--- config.mk ---
export PLATFORM = sky130hd
export DESIGN_NAME = crl_counter_readback_latch
export DESIGN_NICKNAME = d
export VERILOG_FILES = /design/src/rtl/crl_pkg.sv /design/src/rtl/crl_counter_readback_latch.sv
export SDC_FILE = /design/constraint.sdc
export NUM_CORES = 1
export LEC_CHECK = 0
export BUFFER_PORTS_ARGS = -buffer_cell sky130_fd_sc_hd__buf_2
export CAP_MARGIN = 20
export CORE_MARGIN = 2
export CORE_UTILIZATION = 51
export DETAILED_ROUTE_END_ITERATION = 7
export PLACE_DENSITY = 0.79
export SYNTH_ARGS = -nofsm -noshare
export SYNTH_HDL_FRONTEND = slang
export SYNTH_SLANG_ARGS = --single-unit
--- constraint.sdc ---
create_clock -name sys_clk -period 1.8 [get_ports sys_clk]
set_input_delay 0.09 -clock sys_clk [delete_from_list [all_inputs] [get_ports sys_clk]]
set_output_delay 0.09 -clock sys_clk [all_outputs]
set_load 0.05 [all_outputs]
--- src/rtl/crl_pkg.sv ---
// Shared constants and types for the counter latch and readback block
package crl_pkg;
  localparam int NUM_CNT = 3;
  localparam int CNT_W = 16;
  localparam int ADDR_W = 5;
  localparam logic [ADDR_W-1:0] OFS_DATA0 = 5'h18;
  localparam logic [ADDR_W-1:0] OFS_CTRL = 5'h1b;
  localparam int B_PICK_HI = 7;
  localparam int B_PICK_LO = 6;
  localparam int B_RW_HI = 5;
  localparam int B_RW_LO = 4;
  localparam int B_MODE_HI = 3;
  localparam int B_MODE_LO = 1;
  localparam int B_BCD = 0;
  localparam int B_LATCH_COUNT_N = 5;
  localparam int B_LATCH_STATE_N = 4;
  localparam int B_SEL_LSB = 1;
  localparam logic [1:0] PICK_READBACK = 2'h3;
  localparam logic [1:0] RW_LATCH = 2'h0;
  localparam logic [1:0] RW_LO_ONLY = 2'h1;
  localparam logic [1:0] RW_HI_ONLY = 2'h2;
  localparam logic [1:0] RW_LO_HI = 2'h3;

  typedef struct packed {
    logic [1:0] accessType;
    logic [2:0] mode;
    logic bcd;
  } crl_ctrl_s;

  localparam crl_ctrl_s CTRL_RST = '{accessType: 2'h3, mode: 3'h0, bcd: 1'b0};
  localparam logic [CNT_W-1:0] COUNT_RST = 16'h0000;
  localparam logic [7:0] BYTE_RST = 8'h00;
endpackage

--- src/rtl/crl_counter_readback_latch.sv ---
// Count latch, readback and byte sequencing for three down-counters
`timescale 1ns/1ps
`default_nettype none
module crl_counter_readback_latch import crl_pkg::*; (
  input wire logic sys_clk,
  input wire logic resetn,
  input wire logic ce,
  input wire logic [ADDR_W-1:0] ioAddr,
  input wire logic ioWr,
  input wire logic ioRd,
  input wire logic [7:0] ioWrData,
  output logic [7:0] ioRdData,
  output logic ioRdValid,
  input wire logic [NUM_CNT-1:0][CNT_W-1:0] liveCount,
  input wire logic [NUM_CNT-1:0] coreOut,
  input wire logic [NUM_CNT-1:0] coreLoadTaken,
  input wire logic [NUM_CNT-1:0] gatePin,
  output logic [NUM_CNT-1:0][CNT_W-1:0] loadValue,
  output logic [NUM_CNT-1:0] loadStrobe,
  output logic [NUM_CNT-1:0] countRun,
  output logic [NUM_CNT-1:0] nullCount,
  output crl_ctrl_s [NUM_CNT-1:0] ctrlOut
);

  // Bus strobes; with ce low the block ignores the host as well as freezing
  wire rdStrobe = ce && ioRd;
  wire wrStrobe = ce && ioWr;

  // Address compare shared by the control and all data locations
  function automatic logic addrIs(input logic [ADDR_W-1:0] addr,
                                  input logic [ADDR_W-1:0] ofs);
    return addr == ofs;
  endfunction

  // Byte of a 16-bit value picked by one read step
  function automatic logic [7:0] byteOf(input logic [CNT_W-1:0] value, input logic upper);
    return upper ? value[CNT_W-1:8] : value[7:0];
  endfunction

  // New count word for the access type; the byte not written loads as zero
  function automatic logic [CNT_W-1:0] assembleLoad(input logic [1:0] accessType,
                                                    input logic [7:0] data,
                                                    input logic [7:0] lowByte);
    logic [CNT_W-1:0] word;
    unique case (accessType)
      RW_HI_ONLY: word = {data, BYTE_RST};
      RW_LO_HI: word = {data, lowByte};
      default: word = {BYTE_RST, data};
    endcase
    return word;
  endfunction

  // Control location decode shared by all counters
  wire ctlWr = wrStrobe && addrIs(ioAddr, OFS_CTRL);
  wire [1:0] pickField = ioWrData[B_PICK_HI:B_PICK_LO];
  wire isReadback = (pickField == PICK_READBACK);
  wire [1:0] rwField = ioWrData[B_RW_HI:B_RW_LO];
  wire latchCountN = ioWrData[B_LATCH_COUNT_N];
  wire latchStateN = ioWrData[B_LATCH_STATE_N];
  wire crl_ctrl_s newCtrl = '{accessType: rwField,
                              mode: ioWrData[B_MODE_HI:B_MODE_LO],
                              bcd: ioWrData[B_BCD]};

  logic [NUM_CNT-1:0][7:0] rdByte;
  logic [NUM_CNT-1:0] rdHit;

  for (genvar g = 0; g < NUM_CNT; g++) begin : gCnt
    localparam logic [1:0] PICK_ME = 2'(g);
    localparam logic [ADDR_W-1:0] OFS_ME = OFS_DATA0 + ADDR_W'(g);

    // Programming state
    crl_ctrl_s ctrl_r;
    logic rdTog_r;
    logic wrTog_r;

    // Latched count and status
    logic [CNT_W-1:0] hold_r;
    logic [7:0] status_r;
    logic cntLat_r;
    logic staLat_r;

    // Load path towards the core
    logic [CNT_W-1:0] load_r;
    logic [7:0] lowTmp_r;
    logic loadStb_r;
    logic null_r;

    // Gate synchroniser
    logic gateMeta_r;
    logic gateSync_r;

    // Command decode for this counter
    wire progHit = ctlWr && !isReadback && (pickField == PICK_ME);
    wire latchCmd = progHit && (rwField == RW_LATCH);
    wire progCmd = progHit && (rwField != RW_LATCH);
    wire rbPicked = ctlWr && isReadback && ioWrData[B_SEL_LSB + g];
    wire rbCount = rbPicked && !latchCountN;
    wire rbState = rbPicked && !latchStateN;
    wire countLatchReq = (latchCmd || rbCount) && !cntLat_r;
    wire stateLatchReq = rbState && !staLat_r;

    // Data location access
    wire hitRd = rdStrobe && addrIs(ioAddr, OFS_ME);
    wire hitWr = wrStrobe && addrIs(ioAddr, OFS_ME);
    wire twoByte = (ctrl_r.accessType == RW_LO_HI);
    wire highSel = (ctrl_r.accessType == RW_HI_ONLY) || (twoByte && rdTog_r);
    // Live count is only the core's transferred value, so a pending load stays hidden
    wire [CNT_W-1:0] srcVal = cntLat_r ? hold_r : liveCount[g];
    wire countByteRd = hitRd && !staLat_r;
    wire countDone = countByteRd && (!twoByte || rdTog_r);
    wire wrFirst = hitWr && twoByte && !wrTog_r;
    wire wrDone = hitWr && !wrFirst;
    wire [7:0] statusNew = {coreOut[g], null_r, ctrl_r.accessType, ctrl_r.mode,
                            ctrl_r.bcd};

    assign rdHit[g] = hitRd;
    assign rdByte[g] = staLat_r ? status_r : byteOf(srcVal, highSel);

    // Access type and mode, replaced by every programming command
    wire crl_ctrl_s ctrl_nxt = progCmd ? newCtrl : ctrl_r;
    always_ff @(posedge sys_clk or negedge resetn) begin
      if (!resetn) begin
        ctrl_r <= CTRL_RST;
      end else if (ce) begin
        ctrl_r <= ctrl_nxt;
      end
    end

    // Read toggle: a status read leaves it alone so count pairs stay aligned
    wire rdTog_nxt = progCmd ? 1'b0 : (rdTog_r ^ (countByteRd && twoByte));
    always_ff @(posedge sys_clk or negedge resetn) begin
      if (!resetn) begin
        rdTog_r <= 1'b0;
      end else if (ce) begin
        rdTog_r <= rdTog_nxt;
      end
    end

    // Write toggle: set by the low byte, cleared by the byte that completes a load
    wire wrTog_nxt = progCmd ? 1'b0 : (wrFirst || (wrTog_r && !wrDone));
    always_ff @(posedge sys_clk or negedge resetn) begin
      if (!resetn) begin
        wrTog_r <= 1'b0;
      end else if (ce) begin
        wrTog_r <= wrTog_nxt;
      end
    end

    // Count hold register: snapshot without stopping the core
    wire [CNT_W-1:0] hold_nxt = countLatchReq ? liveCount[g] : hold_r;
    always_ff @(posedge sys_clk or negedge resetn) begin
      if (!resetn) begin
        hold_r <= COUNT_RST;
      end else if (ce) begin
        hold_r <= hold_nxt;
      end
    end

    // Latch flag blocks further count latches until the held count is read out
    wire cntLat_nxt = progCmd ? 1'b0 : (countLatchReq || (cntLat_r && !countDone));
    always_ff @(posedge sys_clk or negedge resetn) begin
      if (!resetn) begin
        cntLat_r <= 1'b0;
      end else if (ce) begin
        cntLat_r <= cntLat_nxt;
      end
    end

    // Status capture takes the first read ahead of any held count
    wire [7:0] status_nxt = stateLatchReq ? statusNew : status_r;
    always_ff @(posedge sys_clk or negedge resetn) begin
      if (!resetn) begin
        status_r <= BYTE_RST;
      end else if (ce) begin
        status_r <= status_nxt;
      end
    end

    // A status read releases the status, so the held count follows it
    wire staLat_nxt = progCmd ? 1'b0 : (stateLatchReq || (staLat_r && !hitRd));
    always_ff @(posedge sys_clk or negedge resetn) begin
      if (!resetn) begin
        staLat_r <= 1'b0;
      end else if (ce) begin
        staLat_r <= staLat_nxt;
      end
    end

    // Low byte waits here until its high byte completes the pair
    wire [7:0] lowTmp_nxt = wrFirst ? ioWrData : lowTmp_r;
    always_ff @(posedge sys_clk or negedge resetn) begin
      if (!resetn) begin
        lowTmp_r <= BYTE_RST;
      end else if (ce) begin
        lowTmp_r <= lowTmp_nxt;
      end
    end

    // New count handed to the core with a one-cycle strobe
    wire [CNT_W-1:0] loadWord = assembleLoad(ctrl_r.accessType, ioWrData, lowTmp_r);
    wire [CNT_W-1:0] load_nxt = wrDone ? loadWord : load_r;
    always_ff @(posedge sys_clk or negedge resetn) begin
      if (!resetn) begin
        load_r <= COUNT_RST;
      end else if (ce) begin
        load_r <= load_nxt;
      end
    end

    always_ff @(posedge sys_clk or negedge resetn) begin
      if (!resetn) begin
        loadStb_r <= 1'b0;
      end else if (ce) begin
        loadStb_r <= wrDone;
      end
    end

    // A write in the same cycle as the core's transfer keeps the flag set
    wire null_nxt = wrDone || progCmd || (null_r && !coreLoadTaken[g]);
    always_ff @(posedge sys_clk or negedge resetn) begin
      if (!resetn) begin
        null_r <= 1'b0;
      end else if (ce) begin
        null_r <= null_nxt;
      end
    end

    // Gate pin crosses in through two flops; the core decrements only when high
    always_ff @(posedge sys_clk or negedge resetn) begin
      if (!resetn) begin
        gateMeta_r <= 1'b0;
      end else if (ce) begin
        gateMeta_r <= gatePin[g];
      end
    end

    always_ff @(posedge sys_clk or negedge resetn) begin
      if (!resetn) begin
        gateSync_r <= 1'b0;
      end else if (ce) begin
        gateSync_r <= gateMeta_r;
      end
    end

    assign ctrlOut[g] = ctrl_r;
    assign loadValue[g] = load_r;
    assign loadStrobe[g] = loadStb_r;
    assign nullCount[g] = null_r;
    assign countRun[g] = gateSync_r;
  end

  // Read data mux: at most one data location matches
  logic [7:0] rdSel;
  always_comb begin
    rdSel = BYTE_RST;
    for (int i = 0; i < NUM_CNT; i++) begin
      if (rdHit[i]) begin
        rdSel = rdByte[i];
      end
    end
  end

  // Unmapped reads give zero and no valid, so a stray address is visible
  wire [7:0] rdData_nxt = rdSel;
  wire rdValid_nxt = |rdHit;
  logic [7:0] rdData_r;
  logic rdValid_r;
  always_ff @(posedge sys_clk or negedge resetn) begin
    if (!resetn) begin
      rdData_r <= BYTE_RST;
    end else if (ce) begin
      rdData_r <= rdData_nxt;
    end
  end

  always_ff @(posedge sys_clk or negedge resetn) begin
    if (!resetn) begin
      rdValid_r <= 1'b0;
    end else if (ce) begin
      rdValid_r <= rdValid_nxt;
    end
  end

  assign ioRdData = rdData_r;
  assign ioRdValid = rdValid_r;

endmodule // crl_counter_readback_latch
`default_nettype wire

# ---- Word-level counts from Yosys, hierarchy flattened
# Cells that the tools add are included.
# W data, S select, Z words.
dict set report op_classes {
  n_addsub 0
  n_mul 0
  div_mod_pow 0
  magnitude_cmp 0
  eq_ne 13
  shift 0
  n_mux 27
  n_bitwise 3
  reduce_logical 141
}
# operator count
set ops {}
lappend ops {{$pmux W16 S2} 3}
lappend ops {{$mux W8} 9}
lappend ops {{$logic_and A1 B1 Y1} 68}
lappend ops {{$mux W16} 3}
lappend ops {{$logic_not A1 Y1} 30}
lappend ops {{$reduce_and A2 Y1} 15}
lappend ops {{$logic_or A1 B1 Y1} 24}
lappend ops {{$eq A5 B5 Y1 const B} 4}
lappend ops {{$eq A2 B2 Y1 const B} 8}
lappend ops {{$mux W1} 12}
lappend ops {{$logic_not A2 Y1} 2}
lappend ops {{$reduce_or A3 Y1} 1}
lappend ops {{$xor A1 B1 Y1} 3}
lappend ops {{$eq A2 B1 Y1 const B} 1}
lappend ops {{$reduce_bool A2 Y1} 1}
dict set report word_totals {
  reg_bits 195
  latchBits 0
  ram_bits 0
  rom_bits 0
  inputBits 75
  output_inout_bits 84
  word_cells 231
  memories 0
}

# ---- Depth between registers and ports, before layout
# Gate-level depths: netlist of run 1.
dict set report logic_depth {
  depth_word 10
  mapped_depth 7
  depth_no_buf 5
}

# ---- Worst setup path before layout of run 1
# OpenSTA, ideal clock, no wires.
dict set report synth_path {
  kind {register to register}
  start {register gCnt[2].ctrl_r (netlist bit ctrlOut[16])}
  end {register rdData_r[5] (netlist: ioRdData[5])}
  setup_time_ns 0.132
  arrival_ns 2.094
  t_required_ns 1.668
  path_slack_ns -0.426
  stages_incl_launch_ff 6
  path_buffers 0
  period_less_slack_ns 2.226
  cell_sequence {dfstp_2 inv_1 o21ai_2 mux4_2 a221oi_1 a21oi_1}
}
dict set report synth_via {
  elab_chain_cells 6
  elab_cells_between_ends 7
  cone_classes {2 x eq/ne; 3 x mux; 2 x reduce/logical}
}
# element line
set synth_rtl {}
lappend synth_rtl {{from (decl)} crl_counter_readback_latch.sv:72} ;# crl_ctrl_s ctrl_r;
lappend synth_rtl {{from (signal assigned)} crl_counter_readback_latch.sv:125} ;# ctrl_r <= ctrl_nxt;
lappend synth_rtl {{$eq A2 B2 Y1} crl_counter_readback_latch.sv:105} ;# wire twoByte = (ctrl_r.accessType == RW_LO_HI);
lappend synth_rtl {{$logic_and A1 B1 Y1} crl_counter_readback_latch.sv:106} ;# wire highSel = (ctrl_r.accessType == RW_HI_ONLY) || (twoByte && rdTog_r);
lappend synth_rtl {{$logic_or A1 B1 Y1 (*)} crl_counter_readback_latch.sv:106}
lappend synth_rtl {{$mux W8 (*)} crl_counter_readback_latch.sv:37} ;# return upper ? value[CNT_W-1:8] : value[7:0];
lappend synth_rtl {{$mux W8 (*)} crl_counter_readback_latch.sv:117} ;# assign rdByte[g] = staLat_r ? status_r : byteOf(srcVal, highSel);
lappend synth_rtl {{$mux W8 (*)} crl_counter_readback_latch.sv:257} ;# if (rdHit[i]) begin
lappend synth_rtl {{to (signal assigned)} crl_counter_readback_latch.sv:272} ;# rdData_r <= rdData_nxt;
lappend synth_rtl {{to (decl)} crl_counter_readback_latch.sv:266} ;# logic [7:0] rdData_r;
# Every way passes the cells marked *; elsewhere a longest branch is shown, timed or not.
# A chain may end at the register's enable or synchronous reset.

# ---- Worst setup path after layout of run 1
dict set report layout_path {
  start {register gCnt[2].ctrl_r (netlist bit ctrlOut[16])}
  end {register rdData_r[3] (netlist: ioRdData[3])}
}
# Same word-level chain as after synthesis.

==> metrics.txt, run 1 <==
critical path arrival=between 2 and 2.5 ns; leakage=5.72 nW; Layout area overhead=30.1%; Num CTS Buffers=17; Max FO, Critical Path=7; chain of cells forming the critical path=inv_2 > o21ai_4 > buf_12 > mux4_2 > a221oi_2 > a21oi_1; Crit-path slowest cell=dfstp_4; total core area=17,200 µm²; Site Rows=48; Yosys cell types=56; DR DRC count=0; reg2reg start=ctrlOut[16]; Synth top cells by count=dfrtp_1, mux2_2, nand2_1, o21ai_0, a21oi_1; Setup violations, final=8; area leader, netlist=dfrtp_1; P_int=between 7 and 8 mW; Fmax=just over 500 MHz; status=finished with violations; worst reg-to-reg setup slack=-0.17 ns; Root Buffer=clkbuf_16; CTS max path bufs=2; count of state elements after synthesis=a little under 200; Max Cap Viol=0; Via density=~5.6; Syn Nets=about 810; Clock Latency Late Sink=roughly 0.44 ns; Power, Total=roughly 10 mW; total track usage=26.7%; final net count=roughly 1.0k; mapped cell area=about 8900 µm²; starting density of the core=between 50% and 60%; TritonRoute pass-1 iters=4; RR Endpoint=ioRdData[3]; fin. max-slew vios=0; die height=approximately 140 µm; die width=between 100 and 150 µm; gr ovfl total=0; Hold Path Depth=3; Seq/Total Area, Yosys=between 50 and 60%; CTS sink cnt=about 200; Hold Vio Cnt, Final=0; initial antenna violation count=0; IO Pins=around 160; final wirelength=23,700 µm; sw frac=26.4%; Comb power frac=roughly 14%; HP Class=primary input to register; wire length of the first global-routing pass=roughly 37,000 µm; RSZ-0062 raised after global routing=yes; H-Tree Depth=4; TritonCTS clock tree=yes; DR iter-0 viols=489; prevailing post-synth register cell=dfrtp_1; diode count=0; syn_area_per_cell=12.2 µm²; failing checks=setup timing; WHS Endpoint=ioRdValid; postcts setup bufs=0; IO Port Bufs=158; Clock power frac=40.2%; post-DP HPWL=~16,000 µm; number of flops mapped to enable cells by yosys=0; Async SR Flop Fraction=100%; top cell type's share of synthesized area=a little over half; power per cell area=around 870 nW/µm²; Worst-path clk slew=roughly 0.070 ns; instance count of the mapped netlist=between 700 and 800; critical path class=register to register; slowest cell delay on critical path=between 0.6 and 0.7 ns; Final Core Density=between 60% and 70%; setup ws final=-0.171 ns; top post-synthesis cells by area=dfrtp_1, mux2_2, mux4_2; pin count of the biggest net entering global routing=48; most frequent cell after synthesis=dfrtp_1; fin crit share=109%; worst hold start=ioAddr[4]; post-DR wirelength/cell=slightly below 20 µm; yosys warns=0; clock skew=about 0.013 ns; via count=just under 7k; CP Launch Type=register; Worst VDD drop=0.000714 V; Worst Setup End Kind=register; NetSw=approximately 2.7 mW; die footprint=18,600 µm²; R2R cell count=6; Worst-Margin Slew=~0.63 ns; Flop pwr share=46.2%; number of nets with antenna violations after routing=0; Tmin final=1.97 ns; Worst EP required=2.11 ns; vias in the first global route=between 6k and 7k; Slew Limit Headroom=just under 60%; ratio of cells with drive above 1 in the final layout=~43%; routability cong.=0.810
power by group through the flow:
stage | combinational (mW) | clock [mW] | sequential, mW
finish | 1.36 | 4.04 | 4.65
global route | 1.46 | 4.28 | 4.66
CTS | 1.36 | 4.10 | 4.64
detailed placement | 1.26 | 0 | 4.73
global placement | 1.23 | 0 | 4.72
floorplan | 0.444 | 0 | 5.06
through the flow:
stage               instances  hold slack, ns  TNS (ns)  cell area (µm²)  worst slack (ns)
finish                   1210          0.0259    -0.941            11600            -0.171
global route             1210          0.0314     -1.40            11600            -0.242
CTS                      1210          0.0142    -0.876            11600            -0.138
detailed placement       1118          0.0689    -0.850            10400            -0.125
global placement         1118          0.0646    -0.424            10400           -0.0770
floorplan                 734          -0.206     -1.74             8990            -0.265
how the worst max path moves through the flow:
stage | startpoint | depth (start not counted) | slack (ns) | endpoint
after floorplan | ctrlOut[16] | 5 | -0.26 | ioRdData[5]
after global placement | ctrlOut[16] | 6 | -0.08 | ioRdData[5]
after detailed placement | ctrlOut[16] | 6 | -0.12 | ioRdData[4]
after CTS | ctrlOut[16] | 6 | -0.14 | ioRdData[1]
after global routing | ctrlOut[16] | 6 | -0.24 | ioRdData[4]
final | ctrlOut[16] | 6 | -0.17 | ioRdData[3]
timing repair:
| action | in CTS | in global routing |
|---|---|---|
| endpoints found under the setup margin | 8 | 57 |
| hold buffers | 61 | 0 |
| pin swaps | 1 | 3 |
| cloned | 0 | 0 |
| resized for setup | 0 | 6 |
| endpoints found under the hold margin | 172 | 0 |
flip-flops by register name (all words and copies together), names as in the netlist:
signal,cells
gCnt.gateMeta_r,3
gCnt.staLat_r,3
ioRdValid,1
gCnt.status_r,24
ioRdData,8
gCnt.lowTmp_r,24
gCnt.rdTog_r,3
gCnt.loadStb_r,3
ctrlOut,18
gCnt.cntLat_r,3
gCnt.hold_r,48
gCnt.wrTog_r,3
gCnt.null_r,3
gCnt.load_r,48
gCnt.gateSync_r,3
cells in the final DEF (no fill, tap or decap), types with 4 or more instances in the layout:
master         netlist  routed
nor2_1              20      20
and2_1               4       4
buf_12               0      13
mux2_2             115     115
a21oi_1             37      37
buf_6                4       5
buf_4               12      38
dfrtp_1            189     189
nand3_1              8       8
a221oi_2             0       6
o21ai_0             64      64
bufinv_16            0       4
inv_1                8       7
nor2b_1             27      27
dlygate4sd3_1        0      61
buf_2                6     157
clkbuf_16            0      17
mux4_2              24      24
dfstp_2              6       4
nand2_1            110     109
a22oi_1             13      13
final cells by class:
class,instances,area [µm²]
well taps,225,282
multi-input cells,476,3780
inverters,8,30.0
clock inverters,12,179
fillers,1246,5620
repair buffers,275,2010
clock buffers,19,443
flip-flops and latches,195,4890
cells by family (layout without fill, tap and decap cells):
group / Yosys count / after routing / share of synthesized area [%]
xor+xnor: 3 / 3 / 0.294
buf+inv: 63 / 314 / 3.68
compound gates: 135 / 135 / 8.67
mux: 139 / 139 / 20.5
simple gates: 199 / 199 / 12.1
flops: 195 / 195 / 54.7
routing by layer:
| metal | GRT usage [%] | routed length, µm | vias to the layer above |
|---|---|---|---|
| li1 | - | - | 3073 |
| met1 | 34.9 | 9860 | 3401 |
| met2 | 44.8 | 11800 | 258 |
| met3 | 5.22 | 1460 | 40 |
| met4 | 9.09 | 609 | 0 |
| met5 | 0 | 0 | - |
worst max-delay path, delay by kind of cell (launching register included):
family / cells / cell delay [ns]
flip-flops: 1 / 0.63
AO/OA/AOI/OAI: 3 / 0.51
multiplexers: 1 / 0.51
buffers and inverters: 2 / 0.19
Note: power is estimated with default switching activity, not from simulation.
==> run 2: changes to the inputs <==
--- a/config.mk
+++ b/config.mk
@@ -7,8 +7,11 @@
 export LEC_CHECK = 0
 export BUFFER_PORTS_ARGS = -buffer_cell sky130_fd_sc_hd__buf_2
 export CAP_MARGIN = 20
+export CELL_PAD_IN_SITES_DETAIL_PLACEMENT = 2
+export CELL_PAD_IN_SITES_GLOBAL_PLACEMENT = 2
+export CORE_ASPECT_RATIO = 2
 export CORE_MARGIN = 2
-export CORE_UTILIZATION = 51
+export CORE_UTILIZATION = 34
 export DETAILED_ROUTE_END_ITERATION = 7
 export PLACE_DENSITY = 0.79
 export SYNTH_ARGS = -nofsm -noshare
==> run 2 against run 1 <==
Against the previous run: the flow still finishes with violations (setup timing); non-clock buffer count up 17; via count up 3.5%; sequential power about the same; routed wire length up 35%; highest routed layer is now met5; flip-flop and latch count unchanged; setup slack worse by 0.0074 ns; combinational power up 7%.
==> metrics.txt, run 2 (synthesis results as in run 1) <==
status=finished with violations; failing checks=setup timing; reg2reg start=ctrlOut[16]; Setup violations, final=8 (unchanged); total core area=26,100 µm² (+51%); sw frac=28.1% (+1.7 points); Comb power frac=14.2% (+0.6 points); via count=7,008 (+3.5%); chain of cells forming the critical path=inv_2 > o21ai_4 > buf_12 > mux4_2 > a221oi_2 > a21oi_1; Num CTS Buffers=17 (unchanged); NetSw=2.89 mW (+8.7%); HP Class=primary input to register; IO Port Bufs=158 (unchanged); dpl ws=-0.158 ns (-0.0337 ns); Buf/Inv on CP=2 (unchanged); Max FO, Critical Path=7 (unchanged); number of nets with antenna violations after routing=0 (unchanged); IO Pins=159 (unchanged); Max Cap Viol=0 (unchanged); routability cong.=0.769 (-5.0%); power per cell area=855 nW/µm² (-1.1%); Worst VDD drop=0.000690 V (-3.3%); DR iter-0 viols=350 (-28%); TritonRoute pass-1 iters=4 (unchanged); met3 usage in global routing=4.52% (-0.70 points); Via density=5.20 (-7.0%); Tmin final=1.98 ns (+0.00742 ns); hold_ws=0.0584 ns (+0.0325 ns); clock skew=0.0110 ns (-0.00209 ns); Clock power frac=40.5% (+0.3 points); Worst-path clk slew=0.08 ns (about the same); final net count=1,065 (+1.6%); post-DP HPWL=20,800 µm (+32%); final wirelength=32,100 µm (+35%); die height=233 µm (+71%); worst hold start=ce; pin count of the biggest net entering global routing=57 (+19%); Hold Vio Cnt, Final=0 (unchanged); most frequent cells in the layout=dfrtp_1, buf_2, mux2_2, nand2_1, dlygate4sd3_1; Worst-Margin Slew=0.528 ns (-0.103 ns); Worst Setup End Kind=register; Top Registers=gCnt.hold_r (48), gCnt.load_r (48); Flop pwr share=45.3% (-0.9 points); GR peak layer=met2; critical path arrival=2.32 ns (+0.04 ns); FILL cells=2,652 (+110%); WHS Endpoint=gCnt[2].loadStb_r; met1 Track Usage GR=26.4% (-8.5 points); Clock Latency Late Sink=0.46 ns (+0.02 ns); TritonCTS clock tree=yes; critical path class=register to register; Hold Path Depth=3 (unchanged); Setup TNS=-1.18 ns (-0.240 ns); CTS max path bufs=2 (unchanged); routing usage on met2=45.1% (+0.33 points); Inst Count DP=1,244 (+11%); R2R cell count=6 (unchanged); Slew Limit Headroom=64.8% (+7.0 points); setup ws final=-0.178 ns (-0.00742 ns); fin crit share=110% (+0.41 points); die width=119 µm (-13%); P_int=7.39 mW (-0.14%); gr ovfl total=0 (unchanged); initial antenna violation count=1 (+1); total track usage=23.9% (-2.8 points); worst reg-to-reg setup slack=-0.18 ns (about the same); CP Launch Type=register; DR DRC count=0 (unchanged); starting density of the core=34.3% (-18 points); leakage=5.85 nW (+2.2%); fin. max-slew vios=0 (unchanged); slowest cell delay on critical path=0.62 ns (about the same); Worst EP required=2.14 ns (+0.03 ns); Site Rows=84 (+75%); Crit-path slowest cell=dfstp_4; Top Family by Delay on Critical Path=flip-flops; ratio of cells with drive above 1 in the final layout=43.9% (+1.1 points); non-filler cells, final=1,347 (+11%); most common cell after layout, fill and taps aside=dfrtp_1; Root Buffer=clkbuf_16; Layout area overhead=34.4%; diode count=0 (unchanged); die footprint=27,700 µm² (+49%); H-Tree Depth=4 (unchanged); CTS sink cnt=195 (unchanged); RSZ-0062 raised after global routing=yes; wire length of the first global-routing pass=49,400 µm (+32%); RR Endpoint=ioRdData[3]; post-DR wirelength/cell=23.8 µm (+22%); Power, Total=10.3 mW (+2.2%); Fmax=505 MHz (-0.38%); vias in the first global route=8,052 (+16%)
run 2: changes by cell type in the layout (fill, tap and decap cells not counted), moves of 2 or more:
cell and delta:
buf_4 +10, o21ai_0 -4, clkinv_4 -3, clkinvlp_4 +3
dlygate4sd3_1 +3, inv_6 +3, o21ai_1 +3, buf_16 +2
nand2_1 -2
run 2: worst max path at each step:
stage                           start          end  slack, ns  cells past startpoint
after floorplan           ctrlOut[16]  ioRdData[5]      -0.26                      5
after global placement    ctrlOut[16]  ioRdData[3]      -0.09                      6
after detailed placement  ctrlOut[16]  ioRdData[0]      -0.16                      6
after CTS                 ctrlOut[16]  ioRdData[3]      -0.21                      6
after global routing      ctrlOut[16]  ioRdData[5]      -0.25                      6
final                     ctrlOut[16]  ioRdData[3]      -0.18                      6
run 2: worst reg2reg max path: cells and delay by family, from the launching register on:
| kind | cells | cell delay (ns) |
|---|---|---|
| compound gates | 3 | 0.49 |
| buf+inv | 2 | 0.20 |
| mux | 1 | 0.55 |
| flops | 1 | 0.62 |
run 2: layout make-up:
type | instances | area (µm²) | area share, %
Clock inverter | 15 | 201 | 1.68
Inverter | 8 | 30.0 | 0.250
Timing Repair Buffer | 292 | 2220 | 18.5
Sequential cell | 195 | 4890 | 40.8
Clock buffer | 17 | 425 | 3.54
Multi-Input combinational cell | 476 | 3810 | 31.7
Tap cell | 344 | 430 | 3.58
run 2: through the flow:
step	utilization [%]	area (µm²)
6_report	46.1	12000
5_1_grt	46.1	12000
2_1_floorplan	-	8990
3_5_place_dp	40.5	10600
4_1_cts	45.9	12000
3_3_place_gp	40.5	10600
run 2: per-layer routing:
layer / wire length, µm / vias to the layer above
li1: - / 3093
met5: 13 / -
met1: 12200 / 3664
met3: 1230 / 43
met2: 17800 / 206
met4: 898 / 2
run 2: what timing repair did:
action                     in CTS  in global routing
setup endpoints to repair      19                 46
buffers inserted                2                  3
cloned                          2                  1
hold buffers                   64                  0
pin swaps                       6                  3
hold endpoints to repair      114                  0
resized for setup              11                 10
run 2: power by group through the flow:
stage	Combinational (mW)	Clock [mW]	Sequential, mW
6_report	1.46	4.16	4.65
5_1_grt	1.56	4.41	4.67
4_1_cts	1.45	4.25	4.65
3_5_place_dp	1.33	0	4.73
3_3_place_gp	1.28	0	4.71
2_1_floorplan	0.444	0	5.06
==> run 3: changes to the inputs <==
--- a/config.mk
+++ b/config.mk
@@ -13,6 +13,7 @@
 export CORE_MARGIN = 2
 export CORE_UTILIZATION = 34
 export DETAILED_ROUTE_END_ITERATION = 7
+export GPL_TIMING_DRIVEN = 1
 export PLACE_DENSITY = 0.79
 export SYNTH_ARGS = -nofsm -noshare
 export SYNTH_HDL_FRONTEND = slang
==> constraint.sdc (replaced) <==
create_clock -name sys_clk -period 1.8 [get_ports sys_clk]
set_input_delay 0.45 -clock sys_clk [delete_from_list [all_inputs] [get_ports sys_clk]]
set_output_delay 0.45 -clock sys_clk [all_outputs]
set_load 0.05 [all_outputs]
==> run 3 against run 2 <==
Against the previous run: the run still ends with setup timing left; fmax fell by 1.8%; die area unchanged; sequential power hardly changed; via count shrank 1.5%; design area fell by 1.8%; setup slack lost 0.036 ns; critical path depth unchanged; worst hold slack improved by 0.16 ns; clock power fell by 4%; register-to-register slack got worse by 0.04 ns; combinational power fell by 3%; core utilization shrank 0.84 points.
==> metrics.txt, run 3 (synthesis results as in run 1) <==
status=finished with violations; failing checks=setup timing; CP Launch Type=register; CTS max path bufs=2 (unchanged); RR Endpoint=ioRdData[5]; Via density=5.28 (+1.5%); pin count of the biggest net entering global routing=47 (-18%); DR DRC count=0 (unchanged); leakage=5.75 nW (-1.6%); critical path class=register to register; HP Class=primary input to register; final net count=1,026 (-3.7%); R2R cell count=6 (unchanged); initial antenna violation count=0 (-1); Worst Setup End Kind=register; Worst VDD drop=0.000607 V (-12%); Hold Vio Cnt, Final=0 (unchanged); slowest cell delay on critical path=0.62 ns (about the same); ratio of cells with drive above 1 in the final layout=47.9% (+4.1 points); most frequent cells in the layout=dfrtp_1, buf_2, nand2_1, mux2_2, buf_4; clock skew=0.0114 ns (+0.000398 ns); TritonRoute pass-1 iters=4 (unchanged); chain of cells forming the critical path=inv_2 > o21ai_4 > buf_12 > mux4_2 > a221oi_2 > a21oi_1; Setup violations, final=13 (+5); Worst EP required=2.13 ns (about the same); post-DR wirelength/cell=24.2 µm (+1.7%); wire length of the first global-routing pass=49,700 µm (+0.74%); reg2reg start=ctrlOut[16]; Top Registers=gCnt.hold_r (48), gCnt.load_r (48); Buf/Inv on CP=2 (unchanged); die footprint=27,700 µm² (unchanged); starting density of the core=34.3% (unchanged); H-Tree Depth=4 (unchanged); fin. max-slew vios=0 (unchanged); TritonCTS clock tree=yes; Tmin final=2.01 ns (+0.0361 ns); final wirelength=31,700 µm (-1.2%); Met3 Wirelength=1220 µm (-0.24%); total core area=26,100 µm² (unchanged); Hold Path Depth=2 (-1); Max Used Layer=met4; Clock Latency Late Sink=0.46 ns (about the same); met1 wire length=12,600 µm (+3.2%); hold_ws=0.216 ns (+0.157 ns); post-DP HPWL=22,800 µm (+9.7%); most common cell after layout, fill and taps aside=dfrtp_1; gr ovfl total=0 (unchanged); power per cell area=854 nW/µm² (-0.10%); IO Pins=159 (unchanged); Root Buffer=clkbuf_16; met2 wire len=16,900 µm (-4.7%); Top Family by Delay on Critical Path=flip-flops; Max Cap Viol=0 (unchanged); worst reg-to-reg setup slack=-0.21 ns (-0.04 ns); Max FO, Critical Path=7 (unchanged); IO Port Bufs=158 (unchanged); diode count=0 (unchanged); critical path arrival=2.35 ns (+0.03 ns); RSZ-0062 raised after global routing=yes; Site Rows=84 (unchanged); routability cong.=0.820 (+6.6%); worst hold start=gatePin[2]; fin crit share=112% (+2.0 points); Crit-path slowest cell=dfstp_4; Layout area overhead=32.0%; die height=233 µm (unchanged); Worst-path clk slew=0.07 ns (about the same); total track usage=24.1% (+0.24 points); DR iter-0 viols=286 (-18%); WHS Endpoint=gCnt[2].gateMeta_r; FILL cells=2,676 (+0.90%); CTS sink cnt=195 (unchanged); Slew Limit Headroom=67.9% (+3.1 points); via count=6,906 (-1.5%); die width=119 µm (unchanged); vias in the first global route=8,088 (+0.45%); Worst-Margin Slew=0.477 ns (-0.0514 ns); Num CTS Buffers=17 (unchanged); setup ws final=-0.214 ns (-0.0361 ns); Fmax=496 MHz (-1.8%); CP Depth=6 (unchanged); Power, Total=10.1 mW (-1.9%); number of nets with antenna violations after routing=0 (unchanged)
[run 3: worst max-delay path by stage]
stage / end / slack, ns / from
2_1_floorplan: ioRdData[5] / -0.26 / ctrlOut[16]
5_1_grt: ioRdData[5] / -0.24 / ctrlOut[16]
3_5_place_dp: gCnt[1].status_r[7] / -0.33 / ioAddr[2]
4_1_cts: ioRdData[5] / -0.21 / ctrlOut[16]
6_report: ioRdData[5] / -0.21 / ctrlOut[16]
3_3_place_gp: ioRdData[6] / -0.28 / ioAddr[2]
[run 3: routing by layer]
| metal | vias to the layer above | GRT usage, % |
|---|---|---|
| li1 | 3029 | - |
| met1 | 3607 | 28.5 |
| met2 | 206 | 43.2 |
| met3 | 64 | 4.32 |
| met4 | 0 | 9.45 |
| met5 | - | 0 |
[run 3: per-stage QoR]
| stage | utilization, % | std cells | area, µm² | worst slack (ns) | TNS [ns] |
|---|---|---|---|---|---|
| final | 45.2 | 1308 | 11800 | -0.214 | -1.36 |
| after detailed placement | 41.8 | 1266 | 10900 | -0.325 | -35.90 |
| after global routing | 45.2 | 1308 | 11800 | -0.242 | -2.21 |
| after global placement | 41.8 | 1266 | 10900 | -0.280 | -25.40 |
| after floorplan | - | 734 | 9100 | -0.265 | -6.67 |
| after CTS | 45.0 | 1307 | 11700 | -0.207 | -1.45 |
[run 3: area by class of cell]
| class | instances | area, µm² | share of cell area [%] |
|---|---|---|---|
| multi-input cells | 476 | 3960 | 33.5 |
| repair buffers | 253 | 1880 | 15.9 |
| clock inverters | 9 | 129 | 1.09 |
| flip-flops and latches | 195 | 4890 | 41.5 |
| clock buffers | 23 | 478 | 4.05 |
| inverters | 8 | 30.0 | 0.255 |
| well taps | 344 | 430 | 3.65 |
[run 3: repair_timing]
item / in CTS / in global routing
setup buffers: 6 / 3
endpoints found under the setup margin: 32 / 21
pin swaps: 4 / 2
gates cloned: 2 / 0
endpoints found under the hold margin: 26 / 0
hold buffers: 1 / 0
resized for setup: 34 / 16
[run 3: power by group]
group	leakage, nW	switching (mW)	internal (mW)
clock network	0.293	1.71	2.29
logic	2.81	0.942	0.473
registers	2.65	0.113	4.54
total	5.75	2.77	7.31
